$ cat config.mk
export PLATFORM = sky130hd
export DESIGN_NAME = grip_cmd
export DESIGN_NICKNAME = d
export VERILOG_FILES = /design/src/hdl/grip_cmd_pkg.sv /design/src/hdl/grip_sync.sv /design/src/hdl/grip_cmd.sv
export SDC_FILE = /design/constraint.sdc
export NUM_CORES = 1
export LEC_CHECK = 0
export BUFFER_PORTS_ARGS = -buffer_cell sky130_fd_sc_hd__buf_2
export CAP_MARGIN = 20
export CORE_MARGIN = 2
export CORE_UTILIZATION = 34
export CTS_CLUSTER_SIZE = 14
export DETAILED_ROUTE_END_ITERATION = 7
export HOLD_SLACK_MARGIN = 0.08
export PLACE_DENSITY_LB_ADDON = 0.2
export SLEW_MARGIN = 20
export SYNTH_ARGS = -nofsm -noshare
export SYNTH_HDL_FRONTEND = slang
export SYNTH_HIERARCHICAL = 1
export SYNTH_SLANG_ARGS = --single-unit
$ cat constraint.sdc
create_clock -name REF_CLK -period 2.6 [get_ports REF_CLK]
set_input_delay 0.26 -clock REF_CLK [delete_from_list [all_inputs] [get_ports REF_CLK]]
set_output_delay 0.26 -clock REF_CLK [all_outputs]
set_load 0.005 [all_outputs]
$ cat src/hdl/grip_cmd_pkg.sv
package grip_cmd_pkg;

    // ****************************************
    // Command image byte offsets
    // ****************************************
    localparam logic [3:0] OFS_ACTION = 4'h0;
    localparam logic [3:0] OFS_OPT_ONE = 4'h1;
    localparam logic [3:0] OFS_OPT_TWO = 4'h2;
    localparam logic [3:0] OFS_TARGET = 4'h3;
    localparam logic [3:0] OFS_SPEED = 4'h4;
    localparam logic [3:0] OFS_FORCE = 4'h5;

    // ****************************************
    // Status image byte offsets
    // ****************************************
    localparam logic [3:0] OFS_GRIP_STAT = 4'h0;
    localparam logic [3:0] OFS_FAULT = 4'h2;
    localparam logic [3:0] OFS_POS_ECHO = 4'h3;
    localparam logic [3:0] OFS_POSITION = 4'h4;

    // ****************************************
    // Action byte fields
    // ****************************************
    localparam int BIT_ACT = 0;
    localparam int BIT_GOTO = 3;
    localparam int BIT_ATR = 4;
    localparam int BIT_DIR = 5;

    // ****************************************
    // Status byte 0 fields
    // ****************************************
    localparam int BIT_ACT_ECHO = 0;
    localparam int BIT_GOTO_ECHO = 3;
    localparam int LSB_MOTION = 4;
    localparam int LSB_OBJECT = 6;

    // ****************************************
    // Fault codes and reset values
    // ****************************************
    localparam logic [3:0] FLT_NONE = 4'h0;
    localparam logic [3:0] FLT_NO_ACT = 4'h7;
    localparam logic [3:0] FLT_REL_BUSY = 4'hB;
    localparam logic [3:0] FLT_REL_DONE = 4'hF;
    localparam logic [7:0] RST_BYTE = 8'h00;

    // ****************************************
    // Motion and object codes
    // ****************************************
    localparam logic [1:0] MOT_RESET = 2'h0;
    localparam logic [1:0] MOT_CALIB = 2'h1;
    localparam logic [1:0] MOT_READY = 2'h3;
    localparam logic [1:0] OBJ_MOVING = 2'h0;
    localparam logic [1:0] OBJ_OPENING = 2'h1;
    localparam logic [1:0] OBJ_CLOSING = 2'h2;
    localparam logic [1:0] OBJ_AT_POS = 2'h3;

    // Encoder counts with force limit ignored
    localparam logic [7:0] BLANK_DIST = 8'h08;

endpackage

$ cat src/hdl/grip_sync.sv
`timescale 1ns/10ps

module grip_sync #(
    parameter int W = 1
) (
    input wire logic ref_clk,
    input wire logic reset,
    input wire logic [W-1:0] d,
    output logic [W-1:0] q
);

    logic [W-1:0] meta_r;

    // ****************************************
    // Two-stage synchroniser
    // ****************************************
    always_ff @(posedge ref_clk or posedge reset)
    begin
        if (reset)
        begin
            meta_r <= '0;
            q <= '0;
        end
        else
        begin
            meta_r <= d;
            q <= meta_r;
        end
    end

endmodule // grip_sync

$ cat src/hdl/grip_cmd.sv
// Operation
// - Multi-byte values stored least significant byte first
// - Both images indexed from byte zero
// - Activate starts init; clearing resets, clears fault
// - Rising activate starts calibration against stops
// - Goto moves to target; clear stops
// - No motion without goto except calibration/release
// - Release runs to limits, then faults, locks
// - Release overrides all commands except activate
// - Release direction sampled when release starts
// - Target byte stores position, never starts motion
// - Speed applied live, never starts motion
// - Force limits current; overrun stops, flags object
// - Force limit ignored briefly after motion start
// - Target position echoed in status byte
// - Status echoes activate bit, and goto bit only while in move
// - Motion request without activate reports code 07
// - Completed release reports code 0F until reset
`timescale 1ns/10ps

module grip_cmd (
    input wire logic REF_CLK,
    input wire logic RESET,
    input wire logic WR_EN,
    input wire logic [3:0] WR_ADDR,
    input wire logic [7:0] WR_DATA,
    input wire logic [3:0] RD_ADDR,
    output logic [7:0] RD_DATA,
    input wire logic CAL_DONE,
    input wire logic LIMIT_REACHED,
    input wire logic AT_TARGET,
    input wire logic OVER_CURRENT,
    input wire logic [7:0] FINGER_POS,
    output logic CALIBRATE,
    output logic MOTOR_RUN,
    output logic MOTOR_CLOSE,
    output logic [7:0] MOTOR_TARGET,
    output logic [7:0] MOTOR_SPEED,
    output logic [7:0] CURRENT_LIMIT,
    output logic CURRENT_LIMIT_EN
);

    typedef enum logic [5:0] {
        ST_RESET = 6'h01,
        ST_CALIB = 6'h02,
        ST_IDLE = 6'h04,
        ST_MOVE = 6'h08,
        ST_RELEASE = 6'h10,
        ST_LOCKED = 6'h20
    } state_t;

    state_t st_r;
    state_t st_nxt;
    logic activate_cmd;
    logic goto_cmd;
    logic auto_release_cmd;
    logic release_direction;
    logic [7:0] target_position_value;
    logic [7:0] speed_value;
    logic [7:0] force_value;
    logic [3:0] fault_code;
    logic rel_dir_r;
    logic stopped_r;
    logic [1:0] obj_r;
    logic [7:0] start_pos_r;
    logic [7:0] moved;
    logic blank;
    logic cal_s;
    logic lim_s;
    logic tgt_s;
    logic ovc_s;
    logic [7:0] pos_s;
    logic [7:0] stat0;

    // ****************************************
    // Pin synchronisers
    // ****************************************
    grip_sync #(.W(12)) u_sync (
        .ref_clk(REF_CLK),
        .reset(RESET),
        .d({CAL_DONE, LIMIT_REACHED, AT_TARGET, OVER_CURRENT, FINGER_POS}),
        .q({cal_s, lim_s, tgt_s, ovc_s, pos_s})
    );

    // ****************************************
    // Command image writes
    // ****************************************
    // reserved bits dropped
    always_ff @(posedge REF_CLK or posedge RESET)
    begin
        if (RESET)
        begin
            activate_cmd <= 1'b0;
            goto_cmd <= 1'b0;
            auto_release_cmd <= 1'b0;
            release_direction <= 1'b0;
        end
        else if (WR_EN && WR_ADDR == grip_cmd_pkg::OFS_ACTION)
        begin
            activate_cmd <= WR_DATA[grip_cmd_pkg::BIT_ACT];
            goto_cmd <= WR_DATA[grip_cmd_pkg::BIT_GOTO];
            auto_release_cmd <= WR_DATA[grip_cmd_pkg::BIT_ATR];
            release_direction <= WR_DATA[grip_cmd_pkg::BIT_DIR];
        end
    end

    always_ff @(posedge REF_CLK or posedge RESET)
    begin
        if (RESET)
        begin
            target_position_value <= grip_cmd_pkg::RST_BYTE;
            speed_value <= grip_cmd_pkg::RST_BYTE;
            force_value <= grip_cmd_pkg::RST_BYTE;
        end
        else if (WR_EN)
        begin
            case (WR_ADDR)
                grip_cmd_pkg::OFS_TARGET: target_position_value <= WR_DATA;
                grip_cmd_pkg::OFS_SPEED: speed_value <= WR_DATA;
                grip_cmd_pkg::OFS_FORCE: force_value <= WR_DATA;
                default: ;
            endcase
        end
    end

    // ****************************************
    // Command sequencer
    // ****************************************
    always_comb
    begin
        st_nxt = st_r;
        case (st_r)
            ST_RESET:
                if (activate_cmd)
                    st_nxt = ST_CALIB;
            ST_CALIB:
                if (cal_s)
                    st_nxt = ST_IDLE;
            ST_IDLE:
                if (auto_release_cmd)
                    st_nxt = ST_RELEASE;
                else if (goto_cmd)
                    st_nxt = ST_MOVE;
            ST_MOVE:
                if (auto_release_cmd)
                    st_nxt = ST_RELEASE;
                else if (!goto_cmd)
                    st_nxt = ST_IDLE;
            ST_RELEASE:
                if (lim_s)
                    st_nxt = ST_LOCKED;
            ST_LOCKED:
                st_nxt = ST_LOCKED;
            default:
                st_nxt = ST_RESET;
        endcase
        if (!activate_cmd)
            st_nxt = ST_RESET;
    end

    always_ff @(posedge REF_CLK or posedge RESET)
    begin
        if (RESET)
            st_r <= ST_RESET;
        else
            st_r <= st_nxt;
    end

    always_ff @(posedge REF_CLK or posedge RESET)
    begin
        if (RESET)
            rel_dir_r <= 1'b0;
        else if (st_r != ST_RELEASE && st_nxt == ST_RELEASE)
            rel_dir_r <= release_direction;
    end

    // ****************************************
    // Move tracking and object detection
    // ****************************************
    assign moved = (pos_s >= start_pos_r) ? pos_s - start_pos_r : start_pos_r - pos_s;
    assign blank = moved < grip_cmd_pkg::BLANK_DIST;

    always_ff @(posedge REF_CLK or posedge RESET)
    begin
        if (RESET)
            start_pos_r <= grip_cmd_pkg::RST_BYTE;
        else if (st_r != ST_MOVE && st_nxt == ST_MOVE)
            start_pos_r <= pos_s;
    end

    always_ff @(posedge REF_CLK or posedge RESET)
    begin
        if (RESET)
        begin
            stopped_r <= 1'b0;
            obj_r <= grip_cmd_pkg::OBJ_MOVING;
        end
        else if (st_r != ST_MOVE)
        begin
            stopped_r <= 1'b0;
            obj_r <= grip_cmd_pkg::OBJ_MOVING;
        end
        else if (!stopped_r && tgt_s)
        begin
            stopped_r <= 1'b1;
            obj_r <= grip_cmd_pkg::OBJ_AT_POS;
        end
        else if (!stopped_r && ovc_s && CURRENT_LIMIT_EN)
        begin
            stopped_r <= 1'b1;
            obj_r <= MOTOR_CLOSE ? grip_cmd_pkg::OBJ_CLOSING : grip_cmd_pkg::OBJ_OPENING;
        end
    end

    // ****************************************
    // Motor drive outputs
    // ****************************************
    // run toward target on goto
    // motion only in move or release
    always_ff @(posedge REF_CLK or posedge RESET)
    begin
        if (RESET)
        begin
            MOTOR_RUN <= 1'b0;
            MOTOR_CLOSE <= 1'b0;
            CALIBRATE <= 1'b0;
        end
        else
        begin
            CALIBRATE <= st_r == ST_CALIB;
            MOTOR_RUN <= (st_r == ST_MOVE && goto_cmd && !stopped_r) || st_r == ST_RELEASE;
            if (st_r == ST_RELEASE)
                MOTOR_CLOSE <= !rel_dir_r;
            else
                MOTOR_CLOSE <= target_position_value > pos_s;
        end
    end

    // Release creeps at minimum speed, whatever was requested
    // speed follows register live
    always_ff @(posedge REF_CLK or posedge RESET)
    begin
        if (RESET)
        begin
            MOTOR_SPEED <= grip_cmd_pkg::RST_BYTE;
            MOTOR_TARGET <= grip_cmd_pkg::RST_BYTE;
            CURRENT_LIMIT <= grip_cmd_pkg::RST_BYTE;
            CURRENT_LIMIT_EN <= 1'b0;
        end
        else
        begin
            MOTOR_SPEED <= (st_r == ST_RELEASE) ? grip_cmd_pkg::RST_BYTE : speed_value;
            MOTOR_TARGET <= target_position_value;
            CURRENT_LIMIT <= force_value;
            CURRENT_LIMIT_EN <= st_r == ST_MOVE && !blank;
        end
    end

    // ****************************************
    // Fault status
    // ****************************************
    // request while inactive
    always_ff @(posedge REF_CLK or posedge RESET)
    begin
        if (RESET)
            fault_code <= grip_cmd_pkg::FLT_NONE;
        else if (!activate_cmd)
            fault_code <= (goto_cmd || auto_release_cmd) ? grip_cmd_pkg::FLT_NO_ACT : grip_cmd_pkg::FLT_NONE;
        else if (st_r == ST_LOCKED || (st_r == ST_RELEASE && lim_s))
            fault_code <= grip_cmd_pkg::FLT_REL_DONE;
        else if (st_r == ST_RELEASE)
            fault_code <= grip_cmd_pkg::FLT_REL_BUSY;
        else if (fault_code == grip_cmd_pkg::FLT_NO_ACT)
            fault_code <= grip_cmd_pkg::FLT_NONE;
    end

    // ****************************************
    // Status image readback
    // ****************************************
    // activate and goto echoes
    always_comb
    begin
        stat0 = 8'h00;
        stat0[grip_cmd_pkg::BIT_ACT_ECHO] = activate_cmd;
        stat0[grip_cmd_pkg::BIT_GOTO_ECHO] = goto_cmd && st_r == ST_MOVE;
        stat0[grip_cmd_pkg::LSB_MOTION +: 2] = (st_r == ST_CALIB) ? grip_cmd_pkg::MOT_CALIB
            : (st_r == ST_IDLE || st_r == ST_MOVE) ? grip_cmd_pkg::MOT_READY : grip_cmd_pkg::MOT_RESET;
        stat0[grip_cmd_pkg::LSB_OBJECT +: 2] = obj_r;
    end

    always_ff @(posedge REF_CLK or posedge RESET)
    begin
        if (RESET)
            RD_DATA <= 8'h00;
        else
        begin
            case (RD_ADDR)
                grip_cmd_pkg::OFS_GRIP_STAT: RD_DATA <= stat0;
                grip_cmd_pkg::OFS_FAULT: RD_DATA <= {4'h0, fault_code};
                grip_cmd_pkg::OFS_POS_ECHO: RD_DATA <= target_position_value;
                grip_cmd_pkg::OFS_POSITION: RD_DATA <= pos_s;
                default: RD_DATA <= 8'h00;
            endcase
        end
    end
endmodule // grip_cmd

==> results of run 1 <==
[metal layers]
metal,vias up,track usage,part of all wire
met2,45,0.280,0.53
met1,1667,0.199,0.43
met3,10,0.0243,0.030
li1,1564,-,-
met4,0,0.0489,0.012
met5,-,0,0
[cells in the final DEF, fill, tap and decap left out, types with 3 or more instances in the layout]
master / n
dfrtp_1: 108
o21ai_0: 15
nor2b_1: 5
inv_1: 30
and2_1: 9
nor2_1: 17
ha_1: 23
or4_1: 3
dlygate4sd3_1: 13
nand2_1: 25
xnor2_1: 3
and3_1: 4
a311oi_1: 3
nand4_1: 6
a22oi_1: 3
clkbuf_16: 9
mux2i_1: 11
nor3_1: 5
buf_2: 66
nor4_1: 4
mux2_2: 28
nand3_1: 6
a31oi_1: 3
a21oi_1: 19
a211oi_1: 3
buf_4: 16
[logic make-up (layout without fill, tap and decap cells)]
| logic type | count (synthesis) | count (layout) | synth area share |
|---|---|---|---|
| compound gates | 70 | 70 | 0.0973 |
| xor+xnor | 5 | 5 | 0.00929 |
| fa+ha+maj | 23 | 23 | 0.0610 |
| buf+inv | 44 | 145 | 0.0419 |
| flops | 109 | 109 | 0.579 |
| mux | 39 | 39 | 0.0902 |
| simple gates | 101 | 101 | 0.122 |
[layout make-up]
| class | count | area [um2] |
|---|---|---|
| Multi-Input combinational cell | 238 | 1790 |
| Inverter | 32 | 135 |
| Tap cell | 180 | 225 |
| Clock buffer | 10 | 229 |
| Sequential cell | 109 | 2730 |
| Fill cell | 1318 | 7890 |
| Timing Repair Buffer | 97 | 616 |
| Clock inverter | 6 | 105 |
[sequential cells by signal (all words and copies together), names as in the netlist, 2 cells and up]
name / flops
target_position_value: 8
fault_code: 3
speed_value: 8
CURRENT_LIMIT: 8
RD_DATA: 8
u_sync/q: 12
MOTOR_SPEED: 8
MOTOR_TARGET: 8
u_sync/meta_r: 12
obj_r: 2
start_pos_r: 8
force_value: 8
st_r: 6
[worst max path at each step]
| stage | startpoint | depth (start not counted) | slack [ns] | to |
|---|---|---|---|---|
| floorplan | RESET | 1 | 0.15 | CALIBRATE |
| global route | u_sync/q[6] | 9 | 0.0002 | CURRENT_LIMIT_EN |
| CTS | st_r[5] | 6 | 0.11 | start_pos_r[5] |
| global placement | st_r[5] | 6 | 0.18 | start_pos_r[1] |
| finish | start_pos_r[1] | 9 | 0.16 | CURRENT_LIMIT_EN |
| detailed placement | st_r[5] | 6 | 0.13 | start_pos_r[3] |
[power by group]
group	switching, mW	leakage, nW	internal [mW]	total (mW)
clock network	0.641	0.162	0.865	1.51
registers	0.184	1.36	1.95	2.13
logic	0.343	1.30	0.385	0.728
total	1.17	2.83	3.20	4.37
[metrics by stage]
step           power, mW  cells  utilization
2_1_floorplan       2.57    391            -
3_3_place_gp        2.87    642        0.390
3_5_place_dp        2.89    642        0.390
4_1_cts             4.42    671        0.424
5_1_grt             4.60    672        0.425
6_report            4.37    672        0.425
[worst reg2reg max path: cells and delay by family, from the launching register on]
kind	cells	cell delay [ns]
adder cells (fa/ha/maj)	1	0.33
buffers and inverters	2	0.24
flip-flops	1	0.35
AO/OA/AOI/OAI	3	0.72
AND/OR/NAND/NOR	3	0.67
[what timing repair did]
action / CTS / global route
endpoints found under the hold margin: 44 / 0
hold buffers: 13 / 0
setup endpoints to repair: 0 / 8
resized for setup: 0 / 1
==> out/metrics.yaml, run 1 <==
sta:
  setup_slack_ns: 0.160
  max_freq_ghz: 0.410
  skew_ns: 0.00762
  hold_violations: 0
  setup_tns_ns: 0
  holdWs_ns: 0.170
  finalMaxSlewViolations: 0
  finalCritPeriodShare: 0.939
  slew_headroom: 0.567
  tightest_slew_ns: 0.649
  setup_violations: 0
  min_period_ns: 2.44
  rsz0062_at_grt: "false"
worst_setup_path:
  crit_required_ns: 2.81
  crit_fanout: 4
  r2r_slack_ns: 0.16
  critPathTopFamily: "compound AO/OA/AOI/OAI gates"
  cp-end-kind: "register"
  crit_type: "register to register"
  rr_startpoint: "start_pos_r[1]"
  max_stage_delay_ns: 0.42
  crit_arrival_ns: 2.65
  reg2reg_depth: 9
  path_cells: "inv_1 > ha_1 > nor2b_1 > o22a_1 > and2_1 > or3_1 > a2111oi_0 > buf_4 > o211ai_1"
  path_buf_inv: 2
  startpoint_type: "register"
  cp_slowest_cell: "a2111oi_0"
  r2r-end: "CURRENT_LIMIT_EN"
drt:
  drt_iter0_drc: 186
  routedWlPerCell_um: 16.2
  drc: 0
  wirelength_um: 10900
  firstDrtPassIters: 4
  ant_nets: 0
  via_per_inst: 4.89
  via_count: 3286
job:
  cap_violations: 0
floorplanning:
  dieArea_um2: 14800
  start_util: 0.344
  die_x_um: 122
  die_h_um: 122
  rows: 43
  ios: 67
  fp.coreArea_um2: 13700
hold_path:
  min_path_type: "input port to register"
  holdPathEnd: "force_value[2]"
  hp-start: "WR_DATA[2]"
  hold_depth: 2
yosys:
  synthCells: 391
  yosysMostFrequentCell: "dfrtp_1"
  syn_avg_cell_area_um2: 12.1
  synth_area_leaders: "dfrtp_1 (57%), mux2_2 (6.7%), ha_1 (6.1%)"
  synthArstFlopShare: 1.00
  synth_seq_area_share: 0.579
  ys_ff_latch: 109
  yosysTopAreaCellShare: 0.573
  ys_top_cells_by_count: "dfrtp_1 (108), inv_1 (31), mux2_2 (28)"
  synth_edf_count: 0
  syn-num-nets: 445
  synth_cell_types: 58
  yosysWarningCount: 6
  syn_area_um2: 4720
  ys.flop_type: "dfrtp_1"
  synth_top_cell_by_area: "dfrtp_1"
clocking:
  cts-root-buf: "clkbuf_16"
  ctsHtreeMaxLevel: 3
  clk_latency_ns: 0.35
  postCtsSetupRepairBufs: 0
  clkSinkCount: 109
  cts_made_buffers: 9
  cts_tree: "yes"
  cts_buffer_depth: 2
  clk_pin_slew_ns: 0.08
power:
  p_per_area_nw_per_um2: 749
  irDropWorstVdd_mv: 0.299
  p_leak_nw: 2.83
final_layout:
  n_antenna_cell: 0
  fin_area_um2: 5830
  drive_gt1_frac: 0.276
  final_net_count: 541
  syn_to_final_growth_pct: 23.7
outcome:
  status: "finished, final reports clean"
placed_design:
  place_area_um2: 5350
  dp_hpwl_um: 8200
  place.gp.congestion: 0.828
  portBuffers: 66
  place_ws_ns: 0.132
global_route:
  grt.total_usage: 0.158
  overflow: 0
  antenna_found_initial: 0
  grt_max_degree: 53
  grt_pass1_wl_um: 17900
  grt_pass1_vias: 3438
No activity file was read; power rests on OpenSTA's default activity.
==> run 2: changes to the inputs <==
- ABC_AREA: not set -> 1
==> out/metrics.yaml, run 2 <==
placed_design:
  place_area_um2: 5260
  portBuffers: 66
  dp_hpwl_um: 8440
  place.gp.congestion: 0.839
final_layout:
  final_cell_mix: "nand2_1 (121), dfrtp_1 (108), inv_1 (78)"
  final_net_count: 643
  drive_gt1_frac: 0.170
  fin_util: 0.413
  n_antenna_cell: 0
  fin_area_um2: 5670
  reg_top3: "u_sync/meta_r: 12 flops, u_sync/q: 12 flops"
  final_common_cell: "nand2_1"
  syn_to_final_growth_pct: 20.2
yosys:
  ys.flop_type: "dfrtp_1"
  synth-compound-area-share: 0.103
  synthSimpleGateAreaFrac: 0.183
  ys_ff_latch: 109
  yosysMostFrequentCell: "nand2_1"
  synth_top_family_by_area: "simple AND/OR/NAND/NOR gates"
  synth_top_cell_by_area: "dfrtp_1"
  syn_avg_cell_area_um2: 9.35
  synthAdderAreaFrac: 0.0611
  ys_top_cells_by_count: "nand2_1 (121), dfrtp_1 (108), inv_1 (79)"
  synthMuxAreaShare: 0
  synth_edf_count: 0
  synth_cell_types: 33
  synth_area_leaders: "dfrtp_1 (57%), nand2_1 (9.6%), inv_1 (6.3%)"
  yosysTopAreaCellShare: 0.573
  syn-num-nets: 558
  synth_seq_area_share: 0.579
  syn_area_um2: 4710
  yosysWarningCount: 6
  synth-xor-area-share: 0.00372
  synthArstFlopShare: 1.00
  synthCells: 504
worst_setup_path:
  cp-end-kind: "register"
  crit_required_ns: 2.84
  crit_fanout: 7
  crit_type: "register to register"
  startpoint_type: "register"
  crit_arrival_ns: 2.15
sta:
  max_freq_ghz: 0.522
  min_period_ns: 1.92
  hold_violations: 0
  tightest_slew_ns: 0.900
  finalMaxSlewViolations: 0
  slew_headroom: 0.399
  setup_tns_ns: 0
  holdWs_ns: 0.205
  finalCritPeriodShare: 0.737
  rsz0062_at_grt: "false"
  setup_violations: 0
  skew_ns: 0.00740
global_route:
  grt_pass1_vias: 3567
  antenna_found_initial: 0
  overflow: 0
  grt_pass1_wl_um: 18300
  grt.total_usage: 0.163
  grt_max_degree: 51
floorplanning:
  start_util: 0.344
  ios: 67
  die_h_um: 122
  dieArea_um2: 14800
  die_x_um: 122
  rows: 43
  fp.coreArea_um2: 13700
drt:
  firstDrtPassIters: 4
  ant_nets: 0
  drt_iter0_drc: 137
  via_per_inst: 4.55
  via_count: 3519
  drc: 0
  wirelength_um: 11100
  routedWlPerCell_um: 14.3
job:
  cap_violations: 0
clocking:
  cts_tree: "yes"
  cts_buffer_depth: 2
  cts-root-buf: "clkbuf_16"
  clk_pin_slew_ns: 0.07
  ctsHtreeMaxLevel: 3
  clk_latency_ns: 0.35
  cts_made_buffers: 9
  clkSinkCount: 109
power:
  p_total_mw: 3.88
  p_leak_nw: 2.98
  irDropWorstVdd_mv: 0.265
  p_per_area_nw_per_um2: 684
outcome:
  status: "finished, final reports clean"
hold_path:
  min_path_type: "input port to register"
==> run 2: cell types whose count changed in the layout (fill, tap and decap cells not counted), moves of 4 or more <==
| cell | previous run | this run |
|---|---|---|
| nor2b_1 | 5 | 0 |
| inv_1 | 30 | 78 |
| and2_1 | 9 | 0 |
| nand3_1 | 6 | 18 |
| and3_1 | 4 | 0 |
| nand2_1 | 25 | 121 |
| nor2_1 | 17 | 46 |
| o21ai_0 | 15 | 40 |
| a21oi_1 | 19 | 14 |
| o21ai_2 | 0 | 8 |
| mux2i_1 | 11 | 0 |
| buf_4 | 16 | 0 |
| nor4_1 | 4 | 0 |
| mux2_2 | 28 | 0 |
==> run 2: routing by layer <==
| metal | wire, um | track usage | up-vias |
|---|---|---|---|
| met5 | 0 | 0 | - |
| met4 | 266 | 0.0632 | 0 |
| met3 | 261 | 0.0267 | 14 |
| met1 | 5310 | 0.221 | 1673 |
| li1 | - | - | 1779 |
| met2 | 5220 | 0.262 | 53 |
==> run 2: report_power, final <==
group          switching [mW]  leakage (nW)  internal (mW)  total [mW]
Clock                   0.625         0.132          0.678        1.30
Sequential              0.142          1.39           1.91        2.05
Combinational           0.294          1.46          0.224       0.519
==> run 2: cell families (layout without fill, tap and decap cells) <==
| family | Yosys count | in the layout |
|---|---|---|
| compound gates | 80 | 80 |
| xor+xnor | 2 | 2 |
| fa+ha+maj | 23 | 23 |
| buf+inv | 86 | 175 |
| flops | 109 | 109 |
| simple gates | 204 | 204 |
==> run 2: worst paths after layout <==
path                                       endpoint  cells past startpoint  slack, ns        startpoint
hold / removal                       force_value[6]                      3       0.21        WR_DATA[6]
max in group asynchronous  target_position_value[1]                      4       1.37             RESET
setup / recovery                   CURRENT_LIMIT_EN                     11       0.68       u_sync/q[3]
setup reg to reg                   CURRENT_LIMIT_EN                     11       0.68       u_sync/q[3]
hold reg to reg                         u_sync/q[2]                      0       0.35  u_sync/meta_r[2]
min in group asynchronous            start_pos_r[7]                      3       0.55             RESET
==> run 2: timing repair <==
action,CTS,global route
setup buffers,0,0
hold buffers,13,0
hold endpoints to repair,46,0
gates resized for setup,0,0
==> run 2: layout make-up <==
type / instances / area, um2
Fill cell: 1407 / 8050
Sequential cell: 109 / 2730
Multi-Input combinational cell: 309 / 1650
Timing Repair Buffer: 80 / 480
Inverter: 80 / 302
Clock buffer: 11 / 243
Tap cell: 180 / 225
Clock inverter: 4 / 33.8
==> run 2: critical path, cell delays in order, from the launching register on <==
cell and delay (ns):
dfrtp_1 0.44, ha_1 0.41, nand2_1 0.12, inv_1 0.05
o21ai_0 0.27, nand3_1 0.12, nand2_1 0.07, nand2_1 0.05
nor2_1 0.10, nand2_1 0.05, nand2_1 0.07, a21oi_1 0.05
==> run 2: stage by stage <==
stage	worst slack, ns	instances
2_1_floorplan	0.148	504
3_3_place_gp	0.648	745
3_5_place_dp	0.683	745
4_1_cts	0.666	773
5_1_grt	0.415	773
6_report	0.684	773
